## config.mk

```make
export PLATFORM = sky130hd
export DESIGN_NAME = ncs_nvm_ctrl
export DESIGN_NICKNAME = d
export VERILOG_FILES = /design/src/logic/ncs_pkg.sv /design/src/logic/ncs_seg_if.sv /design/src/logic/ncs_seg_table.sv /design/src/logic/ncs_pin_sync.sv /design/src/logic/ncs_nvm_ctrl.sv
export SDC_FILE = /design/constraint.sdc
export NUM_CORES = 1
export LEC_CHECK = 0
export BUFFER_PORTS_ARGS = -buffer_cell sky130_fd_sc_hd__clkbuf_2
export CAP_MARGIN = 20
export CORE_UTILIZATION = 45
export CTS_BUF_LIST = sky130_fd_sc_hd__clkbuf_4 sky130_fd_sc_hd__clkbuf_8
export DETAILED_ROUTE_END_ITERATION = 10
export GPL_ROUTABILITY_DRIVEN = 1
export PLACE_DENSITY = 0.66
export SLEW_MARGIN = 20
export SYNTH_ARGS = -nofsm -noshare
export SYNTH_HDL_FRONTEND = slang
export SYNTH_HIERARCHICAL = 1
export SYNTH_SLANG_ARGS = --single-unit
```

## constraint.sdc

```tcl
create_clock -name clk_i -period 3 [get_ports clk_i]
set_clock_uncertainty 0.15 [all_clocks]
set_input_delay 0.45 -clock clk_i [delete_from_list [all_inputs] [get_ports clk_i]]
set_output_delay 0.45 -clock clk_i [all_outputs]
set_load 0.02 [all_outputs]
```

## src/logic/ncs_pkg.sv

```systemverilog
// constants, register map, segment table defaults and state codes of the nvm config store control
// assumes one clock (the serial port clock) and a synchronous active-high reset
//
// Notes on behaviour
// - segment table holds start address and byte count per register range
// - segment table also holds apply-settings and end-of-data operation codes
// - reset table moves every register range, then issues apply-settings
// - pending bit reads 1 while a store or load moves data, else 0
// - status pin carries the pending bit while the status-pin select is set
// - error bit reads 1 when a loaded checksum mismatches, else 0
// - with boot-select pin low, soft-reload bit resets device and reloads nvm
// - soft-reload bit clears itself one clock after its register write
// - nvm writes are blocked while write-enable is 0, its reset value
// - writing 1 to store-trigger starts copying buffer bank into nvm
// - store-trigger bit returns to 0 once the store has finished
// - apply-settings pulses a copy of all buffer registers into active ones
package ncs_pkg;

    ////////////////////////////////////////////////////////////////////////////////
    // register map
    localparam int unsigned NCS_AW = 12;
    localparam int unsigned NCS_DW = 8;
    localparam logic [11:0] NCS_ADDR_SEG_FIRST = 12'ha00;
    localparam logic [11:0] NCS_ADDR_SEG_LAST = 12'ha16;
    localparam logic [11:0] NCS_ADDR_PENDING = 12'hb00;
    localparam logic [11:0] NCS_ADDR_ERROR = 12'hb01;
    localparam logic [11:0] NCS_ADDR_RELOAD_UNLOCK = 12'hb02;
    localparam logic [11:0] NCS_ADDR_STORE = 12'hb03;

    // field positions
    localparam int unsigned NCS_PENDING_BIT = 0;
    localparam int unsigned NCS_ERROR_BIT = 0;
    localparam int unsigned NCS_UNLOCK_BIT = 0;
    localparam int unsigned NCS_RELOAD_BIT = 1;
    localparam int unsigned NCS_STORE_BIT = 0;

    // reset values of control bits
    localparam logic NCS_UNLOCK_RST = 1'b0;
    localparam logic NCS_RELOAD_RST = 1'b0;
    localparam logic NCS_STORE_RST = 1'b0;

    ////////////////////////////////////////////////////////////////////////////////
    // segment table: entry = {0,count-1[6:0]}, {4'h0,addr[11:8]}, addr[7:0]
    localparam int unsigned NCS_SEG_BYTES = 23;
    localparam int unsigned NCS_SEG_IW = 5;
    localparam logic [7:0] NCS_OP_APPLY = 8'h80;
    localparam logic [7:0] NCS_OP_END = 8'hff;
    localparam int unsigned NCS_OP_FLAG_BIT = 7;

    // seven 128-byte ranges cover 0x000..0x37f, then apply, then end
    localparam logic [7:0] NCS_SEG_RST [NCS_SEG_BYTES] = '{
        8'h7f, 8'h00, 8'h00,
        8'h7f, 8'h00, 8'h80,
        8'h7f, 8'h01, 8'h00,
        8'h7f, 8'h01, 8'h80,
        8'h7f, 8'h02, 8'h00,
        8'h7f, 8'h02, 8'h80,
        8'h7f, 8'h03, 8'h00,
        8'h80,
        8'hff
    };

    ////////////////////////////////////////////////////////////////////////////////
    // transfer engine states
    typedef enum logic [10:0] {
        S_IDLE    = 11'h001,
        S_OPCODE  = 11'h002,
        S_ADDR_HI = 11'h004,
        S_ADDR_LO = 11'h008,
        S_BANK_RD = 11'h010,
        S_BANK_WT = 11'h020,
        S_NVM     = 11'h040,
        S_BANK_WR = 11'h080,
        S_NEXT    = 11'h100,
        S_SUM     = 11'h200,
        S_UNUSED  = 11'h400
    } ncs_state_t;

endpackage

```

## src/logic/ncs_seg_if.sv

```systemverilog
// read port between the transfer engine and the segment table
// assumes both ends sit on the same clock
`timescale 1ns/10ps
interface ncs_seg_if;
    import ncs_pkg::*;
    logic [NCS_SEG_IW-1:0] idx;
    logic [7:0] data;
    modport table_side (input idx, output data);
    modport engine_side (output idx, input data);
endinterface

```

## src/logic/ncs_seg_table.sv

```systemverilog
// segment table storage with one write port and two read ports
// assumes writes come from the register port on the same clock
`timescale 1ns/10ps
module ncs_seg_table
    import ncs_pkg::*;
(
    // clock and reset
    input wire logic clk_i,
    input wire logic srst_i,
    // register port
    input wire logic wr_i,
    input wire logic [NCS_SEG_IW-1:0] bus_idx_i,
    input wire logic [7:0] wdata_i,
    output logic [7:0] bus_data_o,
    // engine read port
    ncs_seg_if.table_side eng
);
    typedef struct packed {
        logic [NCS_SEG_BYTES-1:0][7:0] mem;
    } ncs_tab_t;

    ncs_tab_t r_reg;
    ncs_tab_t r_next;

    // out of range reads give end-of-data so the engine always stops
    function automatic logic [7:0] ncs_tab_rd(input ncs_tab_t t, input logic [NCS_SEG_IW-1:0] i);
        ncs_tab_rd = (i < NCS_SEG_IW'(NCS_SEG_BYTES)) ? t.mem[i] : NCS_OP_END;
    endfunction

    always_comb begin
        r_next = r_reg;
        if (wr_i && (bus_idx_i < NCS_SEG_IW'(NCS_SEG_BYTES))) begin
            r_next.mem[bus_idx_i] = wdata_i;
        end
    end

    always_ff @(posedge clk_i) begin
        if (srst_i) begin
            for (int i = 0; i < NCS_SEG_BYTES; i++) begin
                r_reg.mem[i] <= NCS_SEG_RST[i];
            end
        end else begin
            r_reg <= r_next;
        end
    end

    assign bus_data_o = ncs_tab_rd(r_reg, bus_idx_i);
    assign eng.data = ncs_tab_rd(r_reg, eng.idx);
endmodule // ncs_seg_table

```

## src/logic/ncs_pin_sync.sv

```systemverilog
// two-flop synchroniser for asynchronous pin levels
// assumes the pin level is quasi-static
`timescale 1ns/10ps
module ncs_pin_sync #(
    parameter int unsigned W = 1
) (
    input wire logic clk_i,
    input wire logic srst_i,
    input wire logic [W-1:0] pin_i,
    output logic [W-1:0] sync_o
);
    typedef struct packed {
        logic [W-1:0] s1;
        logic [W-1:0] s2;
    } ncs_sync_t;

    ncs_sync_t r_reg;
    ncs_sync_t r_next;

    always_comb begin
        r_next.s1 = pin_i;
        r_next.s2 = r_reg.s1;
    end

    // reset to all ones: the boot pin idles high, not asking for a reload
    always_ff @(posedge clk_i) begin
        if (srst_i) begin
            r_reg <= '1;
        end else begin
            r_reg <= r_next;
        end
    end

    assign sync_o = r_reg.s2;
endmodule // ncs_pin_sync

```

## src/logic/ncs_nvm_ctrl.sv

```systemverilog
// nvm config store control: register decode and transfer engine between
// the buffer register bank and the on-package nonvolatile memory
// assumes the register port, buffer bank and nvm share clk_i (serial port clock)
`timescale 1ns/10ps
module ncs_nvm_ctrl
    import ncs_pkg::*;
#(
    parameter int unsigned NVM_AW = 11
) (
    // clock and reset
    input wire logic clk_i,
    input wire logic srst_i,
    // register port from the serial control port front end
    input wire logic [NCS_AW-1:0] reg_addr_i,
    input wire logic [NCS_DW-1:0] reg_wdata_i,
    input wire logic reg_wr_i,
    input wire logic reg_rd_i,
    output logic [NCS_DW-1:0] reg_rdata_o,
    output logic reg_rvalid_o,
    // pins and neighbours
    input wire logic boot_sel_n_i,
    input wire logic status_sel_i,
    output logic status_o,
    output logic soft_reset_o,
    output logic apply_o,
    // buffer register bank
    output logic [NCS_AW-1:0] bank_addr_o,
    output logic [NCS_DW-1:0] bank_wdata_o,
    output logic bank_wr_o,
    output logic bank_rd_o,
    input wire logic [NCS_DW-1:0] bank_rdata_i,
    // nonvolatile memory
    output logic [NVM_AW-1:0] nvm_addr_o,
    output logic [NCS_DW-1:0] nvm_wdata_o,
    output logic nvm_req_o,
    output logic nvm_we_o,
    input wire logic nvm_ack_i,
    input wire logic [NCS_DW-1:0] nvm_rdata_i
);

    ////////////////////////////////////////////////////////////////////////////////
    // elaboration check: default table needs 897 nvm bytes incl. checksum
    if (NVM_AW < 10 || NVM_AW > 16) begin : g_bad_nvm_aw
        $error("NVM_AW must lie between 10 and 16");
    end

    ////////////////////////////////////////////////////////////////////////////////
    // state
    typedef struct packed {
        ncs_state_t state;
        logic store_dir;
        logic [NCS_SEG_IW-1:0] idx;
        logic [6:0] count;
        logic [NCS_AW-1:0] addr;
        logic [NCS_DW-1:0] data;
        logic [NCS_DW-1:0] sum;
        logic [NVM_AW-1:0] ptr;
        logic pending;
        logic err;
        logic unlock;
        logic reload;
        logic store_trig;
        logic soft_rst;
        logic apply;
        logic status;
        logic bank_rd;
        logic bank_wr;
        logic nvm_req;
        logic nvm_we;
        logic [NCS_DW-1:0] rdata;
        logic rvalid;
    } ncs_ctrl_t;

    ncs_ctrl_t r_reg;
    ncs_ctrl_t r_next;

    ////////////////////////////////////////////////////////////////////////////////
    // helpers
    function automatic logic ncs_in_seg(input logic [NCS_AW-1:0] a);
        ncs_in_seg = (a >= NCS_ADDR_SEG_FIRST) && (a <= NCS_ADDR_SEG_LAST);
    endfunction

    logic [NCS_SEG_IW-1:0] bus_idx;
    logic [NCS_DW-1:0] seg_bus_data;
    logic seg_wr;
    logic boot_sync;
    logic boot_low;
    logic busy;
    logic start_store;
    logic start_load;
    logic [NCS_AW-1:0] seg_off;

    ncs_seg_if seg ();

    assign seg_off = reg_addr_i - NCS_ADDR_SEG_FIRST;
    assign bus_idx = seg_off[NCS_SEG_IW-1:0];
    // table is frozen while the engine walks it
    assign busy = r_reg.state != S_IDLE;
    assign seg_wr = reg_wr_i && ncs_in_seg(reg_addr_i) && !busy;
    assign boot_low = !boot_sync;
    assign seg.idx = r_reg.idx;

    ////////////////////////////////////////////////////////////////////////////////
    // submodules
    ncs_seg_table u_table (
        .clk_i(clk_i),
        .srst_i(srst_i),
        .wr_i(seg_wr),
        .bus_idx_i(bus_idx),
        .wdata_i(reg_wdata_i),
        .bus_data_o(seg_bus_data),
        .eng(seg)
    );

    ncs_pin_sync #(
        .W(1)
    ) u_boot_sync (
        .clk_i(clk_i),
        .srst_i(srst_i),
        .pin_i(boot_sel_n_i),
        .sync_o(boot_sync)
    );

    ////////////////////////////////////////////////////////////////////////////////
    // next state
    always_comb begin
        r_next = r_reg;
        r_next.soft_rst = 1'b0;
        r_next.apply = 1'b0;
        r_next.bank_rd = 1'b0;
        r_next.bank_wr = 1'b0;
        r_next.rvalid = 1'b0;
        r_next.reload = 1'b0;
        start_store = 1'b0;
        start_load = 1'b0;

        // register writes
        if (reg_wr_i && reg_addr_i == NCS_ADDR_RELOAD_UNLOCK) begin
            r_next.unlock = reg_wdata_i[NCS_UNLOCK_BIT];
            r_next.reload = reg_wdata_i[NCS_RELOAD_BIT];
        end
        // store refused while locked or busy
        if (reg_wr_i && reg_addr_i == NCS_ADDR_STORE && reg_wdata_i[NCS_STORE_BIT]
            && r_reg.unlock && !busy) begin
            start_store = 1'b1;
        end
        // reload acts in the cycle the bit reads 1, only with the boot pin low
        if (r_reg.reload && boot_low && !busy && !start_store) begin
            start_load = 1'b1;
            r_next.soft_rst = 1'b1;
        end

        if (start_store || start_load) begin
            r_next.state = S_OPCODE;
            r_next.store_dir = start_store;
            r_next.store_trig = start_store;
            r_next.pending = 1'b1;
            r_next.err = 1'b0;
            r_next.idx = '0;
            r_next.ptr = '0;
            r_next.sum = '0;
        end

        // transfer engine
        unique case (r_reg.state)
            S_IDLE: begin
            end
            S_OPCODE: begin
                r_next.idx = r_reg.idx + NCS_SEG_IW'(1);
                if (seg.data == NCS_OP_END) begin
                    r_next.state = S_SUM;
                    r_next.data = r_reg.sum;
                    r_next.idx = r_reg.idx;
                end else if (seg.data == NCS_OP_APPLY) begin
                    r_next.apply = 1'b1;
                end else if (!seg.data[NCS_OP_FLAG_BIT]) begin
                    r_next.count = seg.data[6:0];
                    r_next.state = S_ADDR_HI;
                end
            end
            S_ADDR_HI: begin
                r_next.addr[11:8] = seg.data[3:0];
                r_next.idx = r_reg.idx + NCS_SEG_IW'(1);
                r_next.state = S_ADDR_LO;
            end
            S_ADDR_LO: begin
                r_next.addr[7:0] = seg.data;
                r_next.idx = r_reg.idx + NCS_SEG_IW'(1);
                r_next.state = r_reg.store_dir ? S_BANK_RD : S_NVM;
            end
            S_BANK_RD: begin
                r_next.bank_rd = 1'b1;
                r_next.state = S_BANK_WT;
            end
            S_BANK_WT: begin
                // bank answers one cycle after the read strobe
                if (!r_reg.bank_rd) begin
                    r_next.data = bank_rdata_i;
                    r_next.state = S_NVM;
                end
            end
            S_NVM: begin
                if (nvm_ack_i) begin
                    r_next.ptr = r_reg.ptr + NVM_AW'(1);
                    if (r_reg.store_dir) begin
                        r_next.sum = r_reg.sum + r_reg.data;
                        r_next.state = S_NEXT;
                    end else begin
                        r_next.data = nvm_rdata_i;
                        r_next.sum = r_reg.sum + nvm_rdata_i;
                        r_next.state = S_BANK_WR;
                    end
                end
            end
            S_BANK_WR: begin
                r_next.bank_wr = 1'b1;
                r_next.state = S_NEXT;
            end
            S_NEXT: begin
                if (r_reg.count == 7'h00) begin
                    r_next.state = S_OPCODE;
                end else begin
                    r_next.count = r_reg.count - 7'h01;
                    r_next.addr = r_reg.addr + NCS_AW'(1);
                    r_next.state = r_reg.store_dir ? S_BANK_RD : S_NVM;
                end
            end
            S_SUM: begin
                // checksum byte follows the data in nvm
                if (nvm_ack_i) begin
                    if (!r_reg.store_dir) begin
                        r_next.err = nvm_rdata_i != r_reg.sum;
                    end
                    r_next.state = S_IDLE;
                    r_next.pending = 1'b0;
                    r_next.store_trig = 1'b0;
                end
            end
            default: begin
                r_next.state = S_IDLE;
                r_next.pending = 1'b0;
                r_next.store_trig = 1'b0;
            end
        endcase

        // nvm handshake: request holds until acknowledged
        r_next.nvm_req = (r_next.state == S_NVM || r_next.state == S_SUM)
            && !((r_reg.state == r_next.state) && nvm_ack_i);
        r_next.nvm_we = r_next.store_dir && r_reg.unlock;

        r_next.status = status_sel_i && r_next.pending;

        // register reads, answered one cycle later
        if (reg_rd_i) begin
            r_next.rvalid = 1'b1;
            r_next.rdata = '0;
            if (ncs_in_seg(reg_addr_i)) begin
                r_next.rdata = seg_bus_data;
            end else if (reg_addr_i == NCS_ADDR_PENDING) begin
                r_next.rdata[NCS_PENDING_BIT] = r_reg.pending;
            end else if (reg_addr_i == NCS_ADDR_ERROR) begin
                r_next.rdata[NCS_ERROR_BIT] = r_reg.err;
            end else if (reg_addr_i == NCS_ADDR_RELOAD_UNLOCK) begin
                r_next.rdata[NCS_UNLOCK_BIT] = r_reg.unlock;
                r_next.rdata[NCS_RELOAD_BIT] = r_reg.reload;
            end else if (reg_addr_i == NCS_ADDR_STORE) begin
                r_next.rdata[NCS_STORE_BIT] = r_reg.store_trig;
            end
        end
    end

    ////////////////////////////////////////////////////////////////////////////////
    // registers
    always_ff @(posedge clk_i) begin
        if (srst_i) begin
            r_reg <= '0;
            r_reg.state <= S_IDLE;
            r_reg.unlock <= NCS_UNLOCK_RST;
            r_reg.reload <= NCS_RELOAD_RST;
            r_reg.store_trig <= NCS_STORE_RST;
        end else begin
            r_reg <= r_next;
        end
    end

    ////////////////////////////////////////////////////////////////////////////////
    // outputs
    assign reg_rdata_o = r_reg.rdata;
    assign reg_rvalid_o = r_reg.rvalid;
    assign status_o = r_reg.status;
    assign soft_reset_o = r_reg.soft_rst;
    assign apply_o = r_reg.apply;
    assign bank_addr_o = r_reg.addr;
    assign bank_wdata_o = r_reg.data;
    assign bank_wr_o = r_reg.bank_wr;
    assign bank_rd_o = r_reg.bank_rd;
    assign nvm_addr_o = r_reg.ptr;
    assign nvm_wdata_o = r_reg.data;
    assign nvm_req_o = r_reg.nvm_req;
    assign nvm_we_o = r_reg.nvm_we;

endmodule // ncs_nvm_ctrl

```

# Word level (Yosys, flattened, before mapping)
# Index checks and enable logic that the tools add are counted.
# totals
ff_bits	270
latchBits	0
mem_bits_rw	0
mem_bits_ro	0
in_bits	43
n_memories	0
# classes
addsub	7
multipliers	0
div_mod_pow	0
magnitude_cmp	7
eq_ne	29
shift	0
n_mux	59
bitwise	2
reduce_logical	38
# ops
operator	n
bitwise mux 184 bit	1
one-hot mux 11 bit (10 select lines)	1
binary-select mux 8 bit (select 5 bit)	2
2-to-1 mux 8 bit	9
2-to-1 mux 11 bit	6
equality test 12 bit, second input constant	4
demux 8 bit (select 5 bit)	1
2-to-1 mux 19 bit	2
2-to-1 mux 7 bit	5
2-to-1 mux 27 bit	1
one-hot mux 8 bit (3 select lines)	1
equality test 11 x 10 -> 1 bit, second input constant	2
equality test 11 x 7 -> 1 bit, second input constant	2
2-to-1 mux 21 bit	1
logical AND 1 bit	17
2-to-1 mux 1 bit	17
2-to-1 mux 17 bit	1
adder 8 bit	2
equality test 8 bit, second input constant	2
inequality test 2 bit, second input constant	8
one-hot mux 8 bit (2 select lines)	1
one-hot mux 7 bit (2 select lines)	1
adder 12 x 1 -> 12 bit, second input constant	1
>= comparator 12 bit, second input constant	1
other kinds (37)	53

# Logic depth before layout (Yosys ltp)
# Gate-level depths: netlist of run 1.
# logic_depth
ltp_word	19
depth_mapped	15
mapped_depth_nobuf	10

# Hierarchy
# Netlist of run 1, hierarchy kept.
# by_module_without_submodules
module	instances	cells_each	area_each_um2
ncs_seg_table	1	972	9825.7
ncs_nvm_ctrl	1	636	5058.6
ncs_pin_sync	1	4	52.6

# Worst setup path before layout of run 1
# Ideal clock, no wire load.
# synth_timing
path_type	in2reg
startpoint	input port reg_addr_i[5]
endpoint	register u_table/r_reg[125] (netlist name)
setup_ns	0.120
arrival_time_ns	3.010
t_required_ns	2.730
path_slack_ns	-0.280
stages	9
n_path_buf	1
path_cell_list	nor4bb_1 > nand2_1 > a211oi_1 > and3_1 > nand3_1 > nor3_1 > buf_2 > nor2b_1 > a211o_1
# synth_between
elab_chain_cells	5
# synth_rtl
element	line	text
from (decl)	ncs_nvm_ctrl.sv:14	input wire logic [NCS_AW-1:0] reg_addr_i,
>= comparator 12 bit / less-or-equal comparator 12 bit (equally long branches)	ncs_nvm_ctrl.sv:80	ncs_in_seg = (a >= NCS_ADDR_SEG_FIRST) && (a <= NCS_ADDR_SEG_LAST);
logical AND 1 bit (*)	ncs_nvm_ctrl.sv:80	
logical AND 1 bit (*) (2 in series)	ncs_nvm_ctrl.sv:99	assign seg_wr = reg_wr_i && ncs_in_seg(reg_addr_i) && !busy;
net seg_wr	ncs_nvm_ctrl.sv:85	logic seg_wr;
logical AND 1 bit (*)	ncs_seg_table.sv:32	if (wr_i && (bus_idx_i < NCS_SEG_IW'(NCS_SEG_BYTES))) begin
to (signal assigned)	ncs_seg_table.sv:43	r_reg <= r_next;
to (decl)	ncs_seg_table.sv:22	ncs_tab_t r_reg;
# Mark *: on every way through the listed nets, which the timed path passes. The rest lies on a longest branch.
# A chain may end at the register's enable or synchronous reset.

==> impl_results.md, run 1 <==
- Share of layout cells above drive strength 1: 24.3%
- H-tree depth: 2
- Hpwl dp: between 30000 and 40000 um
- Gr usage total: about a quarter
- Post-route clock period utilization: 95.8%
- Area occupied by registers: approximately 5400 um2
- First-pass GRT wire length: between 60000 and 70000 um
- Initial DRT Pass Iterations: 5
- Slew Limit Fails: 0
- Startpoint Class: flip-flop
- Asr flop ratio synth: 0%
- Cell taking the most area after synthesis: dfxtp_1
- Number of global-route vias before repair: roughly 12000
- Die X: about 180 um
- Core Footprint: around 33000 um2
- Slew HR: between 50% and 60%
- CTS tree: done
- Peak Freq: 0.348 GHz
- Full die area: ~34000 um2
- Final #Nets: 1795
- Syn-to-layout area delta: 17.9%
- Setup CP Type: reg -> reg
- Routed wire length: roughly 45000 um
- DRC errors left: 0
- RR Endpoint: u_table/r_reg[40]
- Mean Syn Cell Area: about 9.3 um2
- DP Worst Slack: -0.248 ns
- CTS buffer count: 47
- Fin crit period: around 2.9 ns
- Placer Congestion: a little under 1
- Hold EP: r_reg[17]
- Met2 routed WL: about 21000 um
- Initial Utilization: between 40% and 50%
- Setup crit end kind: flip-flop
- M1 wire length: 19500 um
- Final core occ: 54.0%
- Hold depth: 3
- Clock Latency Late Sink: slightly below 0.6 ns
- Clock transition at path regs: around 0.070 ns
- Outcome: complete, no violations
- RSZ-0062 raised after global routing: no
- Pwr Density: ~460 nW/um2
- Syn Nets: between 1500 and 2000
- IO Port Bufs: 97
- Min-delay src: reg_wr_i
- Mapped Cells: roughly 1600
- Worst R2R Path Depth: 11
- Yosys top cell area share: a little over a third
- Max layer used: met4
- Vias: about 13000
- LEAKAGE: ~0.0073 uW
- Largest net degree at the start of global routing: 92
- EDFF count, synth: 0
- Peak fanout along the critical path: 13
- CP Data Arrival Time: 3.16 ns
- Worst setup margin: 0.125 ns
- Initial antenna violation count: 0
- Worst r2r src: r_reg[79]
- Max reg flops: roughly 180
- Warnings from Yosys: 6
- Row cnt: 66
- Synth top area cells: dfxtp_1, mux2i_1, mux4_2
- Drt wl/cell: just over 20 um
- FF-to-FF setup slack: around 0.12 ns
- Sequential fraction of the synthesis area: a little over a third
- First-iteration detailed-routing DRC count: around 1200
- I/O pins: between 90 and 100
- Max VDD drop: between 0.0003 and 0.0004 V
- Final hold viol count: 0
- Clk buf depth: 3
- ANT cells: 0
- Worst hold-check path type: in -> reg
- Clock Tree Root: clkbuf_8
- Multi-input logic area: 8600 um2
- Setup violations, final: 0
- Via density: slightly below 6
- Ys flop type: dfxtp_1
- Final ANT Viol Nets: 0
- Met3 wire length: ~2900 um
- Layout fillers: just under 3000
- Mapped Area: around 15000 um2
- CP required: 3.28 ns
- Worst-Margin Slew: roughly 0.64 ns
- Global route overflow: 0
- Post-synth cell types: 77
- Max Cap Viol: 0
- Die Ht: ~180 um
- CTS Sinks: 270
- Synth Register Bits: between 200 and 300
[critical path, stage by stage, from the launching register on]
cell and delay, ns:
dfxtp_1 0.31, or4_4 0.60, nor3_2 0.20, buf_4 0.16, and3_2 0.23, a21boi_4 0.21, buf_12 0.17, buf_4 0.16
nand3_4 0.12, buf_4 0.19, mux2i_1 0.17, nor2_1 0.06
[cell families after synthesis]
group	share of synthesized area, %
xor gates and xnor gates	0.997
and+or+nand+nor	19.5
buffers and inverters	6.46
DFF	36.2
adders and majority gates	1.14
AOI/OAI and AO/OA	14.4
muxes	21.3
other	0.0251
[worst max path at each step]
| stage | to | slack, ns | cells past startpoint | from |
|---|---|---|---|---|
| finish | u_table/r_reg[40] | 0.12 | 11 | r_reg[79] |
| global route | u_table/r_reg[41] | 0.003 | 11 | r_reg[79] |
| CTS | u_table/r_reg[44] | 0.05 | 11 | r_reg[77] |
| detailed placement | u_table/r_reg[44] | -0.25 | 13 | reg_addr_i[5] |
| global placement | u_table/r_reg[44] | -0.22 | 13 | reg_addr_i[5] |
| floorplan | u_table/r_reg[29] | -0.03 | 9 | reg_addr_i[5] |
[metrics by stage]
| step | total power, uW | area [um2] | cells | hold WS (ns) | TNS (ns) |
|---|---|---|---|---|---|
| CTS | 8120 | 17600 | 2215 | 0.00786 | 0 |
| detailed placement | 4130 | 16400 | 2126 | 0.307 | -21.27 |
| global placement | 4130 | 16400 | 2126 | 0.310 | -15.46 |
| global route | 8320 | 17600 | 2219 | 0.0425 | 0 |
| finish | 8050 | 17600 | 2219 | 0.0484 | 0 |
| floorplan | 3960 | 15000 | 1612 | 0.233 | -0.0936 |
[synth_stat cells, drive strengths merged (19+ instances only)]
cell and number:
clkbuf 77, mux2i 198, a21oi 51, nand3b 21, nand2 70, a211o 67
nor2b 36, nand3 67, o211ai 19, dfxtp 270, a22oi 55, nor2 234
buf 90, inv 21, o21ai 37, nor3 21, mux4 49
[repair_timing]
item,in CTS,in global routing
hold endpoints to repair,2,0
setup endpoints to repair,2,19
buffers inserted,0,4
pin swaps,0,1
gates resized for setup,1,4
hold buffers,2,0
[report_power, final]
group	internal [uW]	total [uW]	switching, uW
clock	2380	3990	1600
combinational	160	468	308
sequential	3590	3590	4.22
[cell usage in the layout, fill, tap and decap left out, types with 36 or more instances in the layout]
cell type and n:
dfxtp_1 267, nor2_1 232, mux2i_1 198, buf_4 130, clkbuf_2 95, nand2_1 70
a211o_1 67, clkbuf_8 65, nand3_1 57, a22oi_1 55, a21oi_1 51, mux4_2 49
nor2b_1 36, o21ai_0 36
[metal layers]
layer | up-vias | GRT usage, %
met5 | - | 0
met4 | 0 | 10.7
met3 | 106 | 3.54
met2 | 540 | 42.4
met1 | 6335 | 34.9
li1 | 6141 | -
[cell type report]
class,count,area share (%)
timing repair buffer,245,10.4
sequential,270,30.7
multi-input combinational,1154,48.9
inverter,21,0.448
clock buffer,74,5.43
clock inverter,13,1.04
tap,442,3.14
Power figures use the tool's default switching activity.
==> run 2, diff against run 1 <==
--- a/config.mk
+++ b/config.mk
@@ -6,12 +6,12 @@
 export NUM_CORES = 1
 export LEC_CHECK = 0
 export BUFFER_PORTS_ARGS = -buffer_cell sky130_fd_sc_hd__clkbuf_2
-export CAP_MARGIN = 20
 export CORE_UTILIZATION = 45
 export CTS_BUF_LIST = sky130_fd_sc_hd__clkbuf_4 sky130_fd_sc_hd__clkbuf_8
 export DETAILED_ROUTE_END_ITERATION = 10
 export GPL_ROUTABILITY_DRIVEN = 1
 export PLACE_DENSITY = 0.66
+export REMOVE_ABC_BUFFERS = 1
 export SLEW_MARGIN = 20
 export SYNTH_ARGS = -nofsm -noshare
 export SYNTH_HDL_FRONTEND = slang
==> impl_results.md, run 2 (synthesis results as in run 1) <==
- Setup crit end kind: flip-flop
- DP Worst Slack: -0.0563 ns (+0.192 ns)
- GRT met2 Usage: 44.5% (+2.1 points)
- Vias: 13361 (+1.8%)
- Clock Tree Root: clkbuf_8
- Worst-Margin Slew: 0.797 ns (+0.161 ns)
- Max VDD drop: 0.000294 V (-6.2%)
- Hpwl dp: 33200 um (+3.4%)
- Peak fanout along the critical path: 31 (+18)
- Peak Freq: 0.338 GHz (-2.8%)
- Number of global-route vias before repair: 12448 (+2.2%)
- Worst hold-check path type: in -> reg
- Setup CP Type: reg -> reg
- First-iteration detailed-routing DRC count: 1180 (-5.3%)
- IO Port Bufs: 97 (unchanged)
- Met3 GRT Util: 3.83% (+0.30 points)
- Final ANT Viol Nets: 0 (unchanged)
- Clock Latency Late Sink: 0.58 ns (about the same)
- Initial DRT Pass Iterations: 5 (unchanged)
- First-pass GRT wire length: 71300 um (+3.5%)
- Total Power: 7740 uW (-3.8%)
- H-tree depth: 2 (unchanged)
- CTS Sinks: 270 (unchanged)
- Drt wl/cell: 21.2 um (+5.1%)
- CP required: 3.34 ns (+0.06 ns)
- Core Footprint: 32600 um2 (unchanged)
- LEAKAGE: 0.00722 uW (-1.1%)
- Post-route insts no fill: 2211 (-0.36%)
- CTS tree: done
- ANT cells: 0 (unchanged)
- Global route overflow: 0 (unchanged)
- Max Cap Viol: 0 (unchanged)
- CTS buffer count: 47 (unchanged)
- Pwr Density: 443 nW/um2 (-3.0%)
- Clk buf depth: 3 (unchanged)
- GRT Max-Usage Layer: met2
- Layout fillers: 2943 (+0.96%)
- Row cnt: 66 (unchanged)
- Share of layout cells above drive strength 1: 24.1% (-0.17 points)
- Most frequent cells in the layout: dfxtp_1, nor2_1, mux2i_1
- CP Data Arrival Time: 3.30 ns (+0.14 ns)
- Final hold viol count: 0 (unchanged)
- Leading cell type in the layout, fill and taps excluded: dfxtp_1
- Placer Congestion: 0.974 (-0.98%)
- Full die area: 33900 um2 (unchanged)
- Outcome: complete, no violations
- Startpoint Class: flip-flop
- Syn-to-layout area delta: 16.9%
- Setup violations, final: 0 (unchanged)
- Placed cells: 2117 (-0.42%)
- Post-route clock period utilization: 98.6% (+2.8 points)
- Slew Limit Fails: 0 (unchanged)
- Gr usage total: 27.2% (+1.1 points)
- RSZ-0062 raised after global routing: no
- Clock transition at path regs: 0.06 ns (about the same)
- Slew HR: 46.7% (-11 points)
- Initial antenna violation count: 0 (unchanged)
- Grt met1 use: 35.6% (+0.62 points)
- Fin crit period: 2.96 ns (+0.0839 ns)
- Hold slack: 0.0611 ns (+0.0127 ns)
- Final #Nets: 1789 (-0.33%)
- Via density: 6.04 (+2.2%)
- Worst setup margin: 0.0407 ns (-0.0839 ns)
- DRC errors left: 0 (unchanged)
- Max reg flops: 184 (unchanged)
- I/O pins: 98 (unchanged)
- Die Ht: 184 um (unchanged)
- Largest net degree at the start of global routing: 74 (-20%)
- Initial Utilization: 45.8% (unchanged)
- Die X: 184 um (unchanged)
- Routed wire length: 46800 um (+4.7%)
run 2: power by group:
| group | switching [uW] | internal [uW] | total, uW |
|---|---|---|---|
| combinational | 317 | 167 | 484 |
| clock | 1540 | 2110 | 3660 |
| sequential | 6.01 | 3590 | 3600 |
| total | 1870 | 5870 | 7740 |
run 2: critical path, stage by stage, from the launching register on:
cell and delay [ns]:
dfxtp_4 0.43, buf_16 0.24, mux4_2 0.53, o211ai_1 0.22
nand4_1 0.23, nand4_1 0.18, or2_4 0.15, nand3_1 0.15
o211ai_1 0.20, o22ai_1 0.13, a31oi_1 0.23
run 2: final timing paths:
| path | from | end | slack, ns | cells past startpoint |
|---|---|---|---|---|
| setup reg to reg | seg.idx[0] | nvm_req_o | 0.04 | 10 |
| hold / removal | reg_wr_i | r_reg[17] | 0.06 | 3 |
| hold reg to reg | u_boot_sync/r_next[0] | u_boot_sync/sync_o | 0.26 | 1 |
| setup / recovery | seg.idx[0] | nvm_req_o | 0.04 | 10 |
run 2: what timing repair did:
action	4_1_cts	5_1_grt
cloned	0	0
buffers inserted	0	7
pin swaps	0	3
gates resized for setup	2	11
hold buffers	2	0
endpoints found under the hold margin	2	0
endpoints found under the setup margin	6	24
run 2: layout make-up:
class	count	area (um2)	share of cell area (%)
timing repair buffer	239	1780	10.2
multi-input combinational	1154	8610	49.3
clock inverter	6	61.3	0.351
clock buffer	79	968	5.55
inverter	21	78.8	0.451
sequential	270	5410	31.0
tap	442	553	3.17
run 2: routing by layer:
metal  vias up  wire length (um)
met5         -                 0
met2       652             21600
met1      6475             19800
met3       114              3480
met4         0              1960
li1       6120                 -
run 2: through the flow:
step / utilization, % / instance area (um2) / TNS (ns)
finish: 53.5 / 17500 / 0
global route: 53.5 / 17500 / 0
CTS: 53.3 / 17400 / 0
detailed placement: 50.0 / 16300 / -0.173
global placement: 50.0 / 16300 / -0.0692
floorplan: - / 14100 / -87.75
